File: config.mk
export PLATFORM = sky130hd
export DESIGN_NAME = tsc_config_regs
export DESIGN_NICKNAME = d
export VERILOG_FILES = /design/src/tsc_pkg.sv /design/src/tsc_xdiv_if.sv /design/src/tsc_config_regs.sv /design/src/tsc_xtal_div.sv
export SDC_FILE = /design/constraint.sdc
export NUM_CORES = 1
export LEC_CHECK = 0
export ABC_AREA = 0
export BUFFER_PORTS_ARGS = -buffer_cell sky130_fd_sc_hd__clkbuf_2
export CAP_MARGIN = 15
export CORE_UTILIZATION = 36
export CTS_CLUSTER_SIZE = 12
export DETAILED_ROUTE_END_ITERATION = 6
export MAX_ROUTING_LAYER = met4
export PLACE_DENSITY = 0.62
export SLEW_MARGIN = 20
export SYNTH_ARGS = -nofsm -noshare
export SYNTH_HDL_FRONTEND = slang
export SYNTH_SLANG_ARGS = --single-unit
File: constraint.sdc
create_clock -name i_clk -period 6 [get_ports i_clk]
set_input_delay 0.6 -clock i_clk [delete_from_list [all_inputs] [get_ports i_clk]]
set_output_delay 0.6 -clock i_clk [all_outputs]
set_load 0.02 [all_outputs]
File: src/tsc_pkg.sv
// tuner synthesizer configuration: register offsets, fields and reset values
package tsc_pkg;
    // register byte addresses on the serial register port
    localparam logic [7:0] ADDR_INT_DIVIDE_LOW     = 8'h01;
    localparam logic [7:0] ADDR_CHARGE_PUMP_CTRL   = 8'h02;
    localparam logic [7:0] ADDR_FRAC_DIVIDE_MID    = 8'h03;
    localparam logic [7:0] ADDR_FRAC_DIVIDE_LOW    = 8'h04;
    localparam logic [7:0] ADDR_XTAL_AND_REF_DIV   = 8'h05;
    localparam logic [7:0] ADDR_SYNTH_CTRL         = 8'h06;
    localparam logic [7:0] ADDR_OSC_SELECT_CTRL    = 8'h07;
    localparam logic [7:0] ADDR_LOWPASS_CORNER     = 8'h08;

    // values after reset
    localparam logic [7:0] RST_INT_DIVIDE_LOW      = 8'h23;
    localparam logic [7:0] RST_CHARGE_PUMP_CTRL    = 8'h02;
    localparam logic [7:0] RST_FRAC_DIVIDE_MID     = 8'hF6;
    localparam logic [7:0] RST_FRAC_DIVIDE_LOW     = 8'h84;
    localparam logic [7:0] RST_XTAL_AND_REF_DIV    = 8'h01;
    localparam logic [7:0] RST_SYNTH_CTRL          = 8'hC0;
    localparam logic [7:0] RST_OSC_SELECT_CTRL     = 8'hCC;
    localparam logic [7:0] RST_LOWPASS_CORNER      = 8'h4B;

    // field positions
    localparam int PUMP_MIN_PULSE_LSB     = 6;
    localparam int PUMP_LINEARITY_LSB     = 4;
    localparam int FRAC_TOP_LSB           = 0;
    localparam int XTAL_OUT_DIVIDE_LSB    = 5;
    localparam int REF_DIVIDE_LSB         = 0;
    localparam int OSC_POST_DIVIDE_BIT    = 7;
    localparam int PUMP_SOURCE_SEL_BIT    = 6;
    localparam int PUMP_LEVEL_BIT         = 5;
    localparam logic [7:0] SYNTH_CTRL_USED_MASK = 8'hE0;
    localparam int OSC_BAND_LSB           = 3;
    localparam int OSC_AUTOSEL_BIT        = 2;
    localparam int TUNE_ADC_LATCH_BIT     = 1;
    localparam int TUNE_ADC_READ_BIT      = 0;

    // lowpass corner arithmetic, kHz
    localparam logic [15:0] LPF_BASE_KHZ  = 16'd4000;
    localparam logic [15:0] LPF_STEP_KHZ  = 16'd290;
    localparam logic [15:0] LPF_OFFSET    = 16'd12;

    // crystal output divider codes
    localparam logic [2:0] XDIV_CODE_DIV1 = 3'h0;
    localparam logic [2:0] XDIV_CODE_DIV2 = 3'h1;
    localparam logic [2:0] XDIV_CODE_GAP  = 3'h2;
    localparam logic [2:0] XDIV_RATIO_TWO = 3'h1;
endpackage

File: src/tsc_xdiv_if.sv
// carrier between the register bank and the crystal output divider
`timescale 1ns/1ns
`default_nettype none
interface tsc_xdiv_if;
    logic [2:0] divide_code;
    logic       tick;
    modport ctrl (output divide_code, input tick);
    modport div  (input divide_code, output tick);
endinterface
`default_nettype wire

File: src/tsc_config_regs.sv
// tuner synthesizer configuration register bank, written byte by byte
`timescale 1ns/1ns
`default_nettype none

// Overview of operation
// RQ1: integer low byte stored whole; host keeps 19..251
// RQ2: host writes pump minimum pulse as 00
// RQ3: host writes pump linearity as 01
// RQ4: fraction is 20 bits, resets to 194180
// RQ5: crystal output divide code selects ratio
// RQ6: reference divide resets to one; host keeps it
// RQ7: post divide select, reset to four
// RQ8: pump current from level bit or autoselect
// RQ9: band select is manual value and autoselect start
// RQ10: autoselect enable picks band source, reset one
// RQ11: converter latch follows bit when autoselect off
// RQ12: converter read follows bit when autoselect off
// RQ13: lowpass code sets filter corner
// RQ14: integer low and fraction mid reset values
// RQ15: host waits 100 us after power up
// RQ16: unused synth bits ignored; whole bytes only
module tsc_config_regs (
    input  wire logic        i_clk,
    input  wire logic        i_rst,
    // byte writes from the serial protocol engine
    input  wire logic        i_wr_valid,
    input  wire logic [7:0]  i_wr_addr,
    input  wire logic [7:0]  i_wr_data,
    // autoselect engine results
    input  wire logic [4:0]  i_auto_osc_band,
    input  wire logic        i_auto_pump_current,
    // configuration outputs
    output logic [7:0]       o_int_divide_low,
    output logic [19:0]      o_frac_divide,
    output logic [1:0]       o_pump_min_pulse,
    output logic [1:0]       o_pump_linearity,
    output logic [2:0]       o_xtal_out_divide,
    output var logic         o_xtal_out_tick,
    output logic [4:0]       o_ref_divide,
    output logic             o_osc_post_divide_sel,
    output logic             o_pump_current_source_sel,
    output logic             o_pump_current_high,
    output logic [4:0]       o_osc_band_select,
    output logic [4:0]       o_osc_band_active,
    output logic             o_osc_autoselect_enable,
    output logic             o_tune_adc_latch,
    output logic             o_tune_adc_read_enable,
    output logic [7:0]       o_lowpass_corner_code,
    output logic [15:0]      o_lowpass_corner_khz
);
    import tsc_pkg::*;

    logic [7:0] int_divide_low;
    logic [7:0] charge_pump_ctrl;
    logic [7:0] frac_divide_mid;
    logic [7:0] frac_divide_low;
    logic [7:0] xtal_and_ref_divider;
    logic [7:0] synth_ctrl;
    logic [7:0] osc_select_ctrl;
    logic [7:0] lowpass_corner;

    logic [7:0] next_int_divide_low;
    logic [7:0] next_charge_pump_ctrl;
    logic [7:0] next_frac_divide_mid;
    logic [7:0] next_frac_divide_low;
    logic [7:0] next_xtal_and_ref_divider;
    logic [7:0] next_synth_ctrl;
    logic [7:0] next_osc_select_ctrl;
    logic [7:0] next_lowpass_corner;

    logic       auto_on;
    logic       pump_high_q;
    logic [4:0] band_q;
    logic [15:0] corner_q;

    logic        next_pump_high;
    logic [4:0]  next_band;
    logic [15:0] next_corner;

    tsc_xdiv_if xdiv ();

    ////////////////////////////////////////////////////////////////////////
    // register writes: the engine strobes only after the full byte and its
    // acknowledge, so a half-shifted byte never reaches the outputs
    always_comb begin
        next_int_divide_low       = int_divide_low;
        next_charge_pump_ctrl     = charge_pump_ctrl;
        next_frac_divide_mid      = frac_divide_mid;
        next_frac_divide_low      = frac_divide_low;
        next_xtal_and_ref_divider = xtal_and_ref_divider;
        next_synth_ctrl           = synth_ctrl;
        next_osc_select_ctrl      = osc_select_ctrl;
        next_lowpass_corner       = lowpass_corner;
        if (i_wr_valid) begin                                 // see RQ16
            case (i_wr_addr)
                ADDR_INT_DIVIDE_LOW: begin
                    next_int_divide_low = i_wr_data;          // see RQ1
                end
                ADDR_CHARGE_PUMP_CTRL: begin
                    next_charge_pump_ctrl = i_wr_data;        // see RQ4
                end
                ADDR_FRAC_DIVIDE_MID: begin
                    next_frac_divide_mid = i_wr_data;
                end
                ADDR_FRAC_DIVIDE_LOW: begin
                    next_frac_divide_low = i_wr_data;
                end
                ADDR_XTAL_AND_REF_DIV: begin
                    next_xtal_and_ref_divider = i_wr_data;    // see RQ5
                end
                ADDR_SYNTH_CTRL: begin
                    // low five bits have no function and are stored as zero
                    next_synth_ctrl = i_wr_data & SYNTH_CTRL_USED_MASK; // see RQ16
                end
                ADDR_OSC_SELECT_CTRL: begin
                    next_osc_select_ctrl = i_wr_data;         // see RQ9
                end
                ADDR_LOWPASS_CORNER: begin
                    next_lowpass_corner = i_wr_data;          // see RQ13
                end
                default: begin
                    // other addresses belong to registers outside this bank
                end
            endcase
        end
    end

    // reset values load at power up
    always_ff @(posedge i_clk or posedge i_rst) begin
        if (i_rst) begin
            int_divide_low       <= RST_INT_DIVIDE_LOW;       // see RQ14
            charge_pump_ctrl     <= RST_CHARGE_PUMP_CTRL;     // see RQ4
            frac_divide_mid      <= RST_FRAC_DIVIDE_MID;      // see RQ14
            frac_divide_low      <= RST_FRAC_DIVIDE_LOW;      // see RQ4
            xtal_and_ref_divider <= RST_XTAL_AND_REF_DIV;     // see RQ5
            synth_ctrl           <= RST_SYNTH_CTRL;           // see RQ7
            osc_select_ctrl      <= RST_OSC_SELECT_CTRL;      // see RQ10
            lowpass_corner       <= RST_LOWPASS_CORNER;
        end else begin
            int_divide_low       <= next_int_divide_low;
            charge_pump_ctrl     <= next_charge_pump_ctrl;
            frac_divide_mid      <= next_frac_divide_mid;
            frac_divide_low      <= next_frac_divide_low;
            xtal_and_ref_divider <= next_xtal_and_ref_divider;
            synth_ctrl           <= next_synth_ctrl;
            osc_select_ctrl      <= next_osc_select_ctrl;
            lowpass_corner       <= next_lowpass_corner;
        end
    end

    ////////////////////////////////////////////////////////////////////////
    // field views, all straight from the register flops
    assign auto_on = osc_select_ctrl[OSC_AUTOSEL_BIT];                // see RQ10

    assign o_int_divide_low  = int_divide_low;
    assign o_frac_divide     = {charge_pump_ctrl[FRAC_TOP_LSB +: 4],
                                frac_divide_mid, frac_divide_low};    // see RQ4
    // stored as written; the host owes 00 and 01 here after power up
    assign o_pump_min_pulse  = charge_pump_ctrl[PUMP_MIN_PULSE_LSB +: 2];
    assign o_pump_linearity  = charge_pump_ctrl[PUMP_LINEARITY_LSB +: 2];
    assign o_xtal_out_divide = xtal_and_ref_divider[XTAL_OUT_DIVIDE_LSB +: 3];
    assign o_ref_divide      = xtal_and_ref_divider[REF_DIVIDE_LSB +: 5];    // see RQ6
    assign o_osc_post_divide_sel     = synth_ctrl[OSC_POST_DIVIDE_BIT];      // see RQ7
    assign o_pump_current_source_sel = synth_ctrl[PUMP_SOURCE_SEL_BIT];
    assign o_osc_band_select         = osc_select_ctrl[OSC_BAND_LSB +: 5];
    assign o_osc_autoselect_enable   = auto_on;
    assign o_lowpass_corner_code     = lowpass_corner;

    ////////////////////////////////////////////////////////////////////////
    // converter controls only reach the converter in manual mode; while the
    // autoselect circuit runs it owns the converter
    always_ff @(posedge i_clk or posedge i_rst) begin
        if (i_rst) begin
            o_tune_adc_latch       <= 1'b0;
            o_tune_adc_read_enable <= 1'b0;
        end else begin
            o_tune_adc_latch       <= !auto_on && osc_select_ctrl[TUNE_ADC_LATCH_BIT]; // see RQ11
            o_tune_adc_read_enable <= !auto_on && osc_select_ctrl[TUNE_ADC_READ_BIT];  // see RQ12
        end
    end

    ////////////////////////////////////////////////////////////////////////
    // effective pump current, active band and corner estimate
    always_comb begin
        if (synth_ctrl[PUMP_SOURCE_SEL_BIT]) begin
            next_pump_high = i_auto_pump_current;                    // see RQ8
        end else begin
            next_pump_high = synth_ctrl[PUMP_LEVEL_BIT];             // see RQ8
        end
        if (auto_on) begin
            next_band = i_auto_osc_band;                             // see RQ10
        end else begin
            next_band = osc_select_ctrl[OSC_BAND_LSB +: 5];          // see RQ9
        end
        // low nibble only; codes below 12 bend under the base, still positive
        next_corner = LPF_BASE_KHZ
                    + 16'(({12'h000, lowpass_corner[3:0]} * LPF_STEP_KHZ))
                    - 16'(LPF_OFFSET * LPF_STEP_KHZ);                // see RQ13
    end

    always_ff @(posedge i_clk or posedge i_rst) begin
        if (i_rst) begin
            pump_high_q <= 1'b0;
            band_q      <= 5'h00;
            corner_q    <= 16'h0000;
        end else begin
            pump_high_q <= next_pump_high;
            band_q      <= next_band;
            corner_q    <= next_corner;
        end
    end

    assign o_pump_current_high  = pump_high_q;
    assign o_osc_band_active    = band_q;
    assign o_lowpass_corner_khz = corner_q;

    ////////////////////////////////////////////////////////////////////////
    // crystal output divider
    assign xdiv.divide_code = xtal_and_ref_divider[XTAL_OUT_DIVIDE_LSB +: 3];  // see RQ5
    assign o_xtal_out_tick  = xdiv.tick;

    tsc_xtal_div u_xtal_div (
        .i_clk (i_clk),
        .i_rst (i_rst),
        .xdiv  (xdiv.div)
    );
endmodule
`default_nettype wire

File: src/tsc_xtal_div.sv
// crystal output divider: one-cycle enable pulse at the selected ratio
`timescale 1ns/1ns
`default_nettype none
module tsc_xtal_div (
    input  wire logic i_clk,
    input  wire logic i_rst,
    tsc_xdiv_if.div   xdiv
);
    import tsc_pkg::*;

    logic [2:0] count;
    logic [2:0] next_count;
    logic [2:0] last;     // ratio minus one
    logic       next_tick;

    ////////////////////////////////////////////////////////////////////////
    // code to ratio: 0->1, 1->2, 3->3, 4->4, 5->5, 6->7, 7->8
    always_comb begin
        if (xdiv.divide_code == XDIV_CODE_DIV1) begin
            last = 3'h0;                          // see RQ5
        end else if (xdiv.divide_code == XDIV_CODE_DIV2 ||
                     xdiv.divide_code == XDIV_CODE_GAP) begin
            last = XDIV_RATIO_TWO;                // unlisted code 010 runs as 2
        end else if (xdiv.divide_code == 3'h7) begin
            last = 3'h7;                          // 111 divides by 8, see RQ5
        end else if (xdiv.divide_code == 3'h6) begin
            last = 3'h6;                          // 110 divides by 7, one below 111, see RQ5
        end else begin
            last = xdiv.divide_code - 3'h1;       // 011->3, 100->4, 101->5, see RQ5
        end
    end

    // counter wraps at the ratio; a shrunk ratio restarts it cleanly
    always_comb begin
        if (count >= last) begin
            next_count = 3'h0;
            next_tick  = 1'b1;
        end else begin
            next_count = count + 3'h1;
            next_tick  = 1'b0;
        end
    end

    always_ff @(posedge i_clk or posedge i_rst) begin
        if (i_rst) begin
            count     <= 3'h0;
            xdiv.tick <= 1'b0;
        end else begin
            count     <= next_count;
            xdiv.tick <= next_tick;
        end
    end
endmodule
`default_nettype wire
* Yosys cells after proc, flatten, opt, wreduce, memory -nomap -nowiden
Cells that the tools add are included.
Cells by class: add/sub/neg operators 4, $mul 1, div/mod/pow operators 0, order comparisons 1, eq/ne operators 12, shift-type cells 0, mux-type cells 8, bitwise operators 0, reduce and logical (&&, ||, !) cells 13
Operators with widths (count):
- $eq 8x3->1 const B | 4
- $eq 8x2->1 const B | 2
- $reduce_and 2->1 | 8
- $mux 3 | 5
- $sub 14x12->15 const B | 1
- $add 12x13->14 const A | 1
- $mul 4x8->12 const B | 1
- $eq 8x1->1 const B | 1
- $eq 8x4->1 const B | 1
- $eq 3x3->1 const B | 2
- $mux 5 | 1
- $add 3x1->3 const B | 1
- $eq 3x1->1 const B | 1
- $eq 3x2->1 const B | 1
- $ge 3x3->1 | 1
- $logic_not 3->1 | 1
- $sub 3x1->3 const B | 1
- $logic_and 1x1->1 | 2
- $mux 1 | 2
- $logic_not 1->1 | 1
- $logic_or 1x1->1 | 1
Storage, ports and cells: register bits 86, bits in latches 0, bits in writable memories 0, memory bits (read-only) 0, logic and storage cells 54, memories kept 0

* Logic depth before layout (Yosys ltp)
word-level depth 7, mapped depth 6, depth with buffers taken out 6

* Hierarchy
From an unflattened synthesis, not the netlist that was laid out.
Second synthesis, totals: cells, all modules 225, area total of the unflattened synthesis 3473.3 um^2
By module, submodules not included:
- tsc_config_regs | times used 1, cells an instance 203, area an instance 3221.8 um^2, sequential area each 2030.7 um^2
- tsc_xtal_div | times used 1, cells an instance 22, area an instance 251.5 um^2, sequential area each 100.1 um^2

* Worst setup path before layout
Ideal clock, no wire load.
kind in2reg, start point input port i_wr_addr[5], end point register charge_pump_ctrl[0], library setup time 125 ps, arrival time 1984 ps, path slack 3891 ps, cell stages on the path 3, buffers on the path 0, path through or4_4 -> nor4b_4 -> mux2_2
On the way: longest elaborated chain between the ends 2
RTL lines:
- start, declared | line tsc_config_regs.sv:27 | input wire logic [7:0] i_wr_addr,
- $eq 8x2->1 | line tsc_config_regs.sv:95 | case (i_wr_addr)
- $reduce_and 2->1 (no line)
- end signal, assigned | line tsc_config_regs.sv:141 | charge_pump_ctrl <= next_charge_pump_ctrl;
- end, declared | line tsc_config_regs.sv:54 | logic [7:0] charge_pump_ctrl;
No other way between the ends. A chain may end at the register's enable or synchronous reset.

* Final worst setup path
start point register lowpass_corner[0], in the netlist o_lowpass_corner_code[0], end point register corner_q[11], in the netlist o_lowpass_corner_khz[11]
On the way: longest elaborated chain between the ends 3
RTL lines:
- start, declared | line tsc_config_regs.sv:60 | logic [7:0] lowpass_corner;
- start signal, assigned | line tsc_config_regs.sv:147 | lowpass_corner <= next_lowpass_corner;
- $mul 4x8->12 | line tsc_config_regs.sv:197 | + 16'(({12'h000, lowpass_corner[3:0]} * LPF_STEP_KHZ))
- $add 12x13->14 | line tsc_config_regs.sv:197
- $sub 14x12->15 | line tsc_config_regs.sv:198 | - 16'(LPF_OFFSET * LPF_STEP_KHZ);
- named net next_corner[11] | line tsc_config_regs.sv:78 | logic [15:0] next_corner;
- end signal, assigned | line tsc_config_regs.sv:209 | corner_q <= next_corner;
- end, declared | line tsc_config_regs.sv:74 | logic [15:0] corner_q;
The timed path passes the listed nets, and every way through them passes these cells.

==> impl_metrics.yaml <==
global_routing:
  grt_usage: 0.156
  gr-total-overflow: 0
  grt_max_degree: 85
  grt_pass1_vias: 2092
  grt_antenna_before_repair: 0
  grt_pass1_wl_microns: 11300
cells_and_area:
  area_growth_pct: 23.4
  multi_input_area_sq_mm: 0.00123
  nFillCells: 891
  ff_latch_area_sq_mm: 0.00213
  fin_cells: 463
  finalNetCount: 362
  layout-drive-gt1-share: 0.635
  num_antenna_cells: 0
timing:
  finalCriticalPeriod_ns: 2.04
  fmax_ghz: 0.489
  final_max_slew_viol_count: 0
  hold-worst-slack_ns: 0.433
  grt_setup_unrepaired: "no"
  slew_headroom: 0.504
  tightest_slew_ns: 0.745
  hold_viol_final: 0
  setup_slack_ns: 3.96
  fin_skew_ns: 0.00452
  tns_ns: 0
  period_share: 0.341
  setup_viol: 0
pwr:
  power_mw: 1.17
  ir_drop_mv: 0.108
  power.density_mw_per_mm2: 273
  p_leak_nw: 2.21
critical_path:
  critPathCaptureType: "flop"
  worstSetupPathType: "reg -> reg"
  arrival_ns: 2.32
  worstSetupStartpointType: "flop"
  critPathMaxFanout: 8
  required_ns: 6.28
yosys:
  ys_ff_latch: 84
  yosysSeqAreaShare: 0.616
  syn_avg_cell_area_sq_um: 15.2
  yosysWarnings: 0
  yosys.area.top_type_share: 0.441
  synth_edf_count: 0
  syn_area_sq_mm: 0.00346
  synth-main-ff-cell: "dfrtp_1"
  yosys.area.top_type: "dfrtp_1"
  synth_common_cells: "mux2_2 (65), dfrtp_1 (61), dfstp_2 (23), buf_4 (10), ha_1 (8)"
  synth_cell_type_count: 33
  async_reset_ff_frac: 1.00
  yosysMostFrequentCell: "mux2_2"
  yosys-top-cells-area: "dfrtp_1 (44%), mux2_2 (21%), dfstp_2 (17%), ha_1 (2.9%), buf_4 (2.2%)"
  postSynthCellCount: 227
cts:
  cts_resized: 0
  cts_buffers: 9
  clk_pin_slew_worst_paths_ns: 0.08
  cts_tree: "yes"
  clock_latency_ns: 0.35
  cts.sinks: 84
  hold_buffers: 0
  htreeDepth: 3
  clockRootBuffer: "clkbuf_8"
  postCtsSetupBuffers: 0
  cts_buffer_depth: 2
route:
  final_antenna_net_count: 0
  drt_wl_total_microns: 7060
  vias: 2145
  vias_per_cell: 4.63
  drtIter0Drc: 33
  drc: 0
  drtPass1Iterations: 6
  post_drt_wl_per_cell_microns: 15.2
floorplanning:
  dieWidth_microns: 100
  placementRows: 35
  initial_core_util: 0.373
  core_area_sq_mm: 0.00928
  ios: 106
  dieArea_sq_mm: 0.0100
  die_y_microns: 100
placement:
  place_ws_ns: 3.56
  gp_congestion: 0.767
  portBuffers: 102
  dp.cells: 447
  hpwlAfterDp_microns: 4980
run_status:
  status: "finished clean"
run:
  cap_violations: 0
hold_path:
  min_path_type: "in -> async"
==> final timing paths <==
check,to,depth (start not counted),slack (ns),start
worst min register to register,o_lowpass_corner_khz[1],0,0.47,o_lowpass_corner_code[0]
min in group i_clk,o_lowpass_corner_khz[1],0,0.47,o_lowpass_corner_code[0]
worst max-delay path,o_lowpass_corner_khz[11],6,3.96,o_lowpass_corner_code[0]
worst min-delay path,u_xtal_div.xdiv.tick,3,0.43,i_rst
worst max register to register,o_lowpass_corner_khz[11],6,3.96,o_lowpass_corner_code[0]
max in group asynchronous,frac_divide_low[6],3,5.07,i_rst
==> metal layers <==
metal  up-vias  wire (microns)  global-route usage
li1        997               -                   -
met1      1062            3260               0.199
met2        76            3300               0.234
met3        10             362              0.0418
met4         0             130              0.0669
met5         -               0                   -
==> layout make-up <==
cell class | instances | area share
tap | 129 | 0.0378
clock inverter | 5 | 0.0138
sequential | 84 | 0.499
clock buffer | 11 | 0.0355
timing repair buffer | 103 | 0.122
inverter | 4 | 0.00381
multi-input combinational | 127 | 0.288
==> placed cells by master (no fill, tap or decap), types with 2 or more instances in the layout <==
master / netlist / routed
nand2_1: 4 / 4
dfstp_2: 23 / 23
clkbuf_8: 0 / 11
dfrtp_1: 61 / 61
a211oi_1: 3 / 3
inv_1: 4 / 3
xor2_1: 5 / 5
mux2_2: 65 / 65
clkinv_2: 0 / 2
nor3b_1: 2 / 2
a21o_1: 2 / 2
nand4_1: 3 / 3
and3_1: 2 / 2
nor2b_1: 3 / 3
clkbuf_2: 0 / 102
xnor2_1: 7 / 7
ha_1: 8 / 8
clkinvlp_4: 0 / 2
nand3_1: 6 / 6
conb_1: 1 / 3
==> worst max-delay path, cell delays in order, from the launching register on <==
cell and delay (ns):
dfstp_2 0.62, ha_1 0.24, ha_1 0.20, ha_1 0.29, and4_1 0.22, a32oi_1 0.25
xnor2_1 0.15
==> flip-flops by register name, indices dropped and copies added (netlist names) <==
name                    cells
osc_select_ctrl             8
xtal_and_ref_divider        8
o_int_divide_low            8
o_lowpass_corner_code       8
o_tune_adc_latch            1
synth_ctrl                  3
o_pump_current_high         1
o_tune_adc_read_enable      1
frac_divide_low             8
frac_divide_mid             8
o_lowpass_corner_khz       13
u_xtal_div.xdiv.tick        1
charge_pump_ctrl            8
o_osc_band_active           5
u_xtal_div.count            3
==> power breakdown <==
part / internal (mW) / switching (mW) / total, mW
Sequential: 0.600 / 0.0181 / 0.619
Combinational: 0.0503 / 0.0819 / 0.132
Clock: 0.216 / 0.200 / 0.415
==> cells by family after synthesis <==
kind of cell    synth area share
buf+inv                   0.0307
flops                      0.616
simple gates              0.0586
xor+xnor                  0.0304
compound gates            0.0195
fa+ha+maj                 0.0289
mux                        0.215
other cells              0.00108
==> metrics by stage <==
step                      area, sq um   util
after floorplan                  3470      -
after global placement           4060  0.437
after detailed placement         4060  0.437
after CTS                        4270  0.459
after global routing             4270  0.460
final                            4270  0.460
Power figures use the tool's default switching activity.
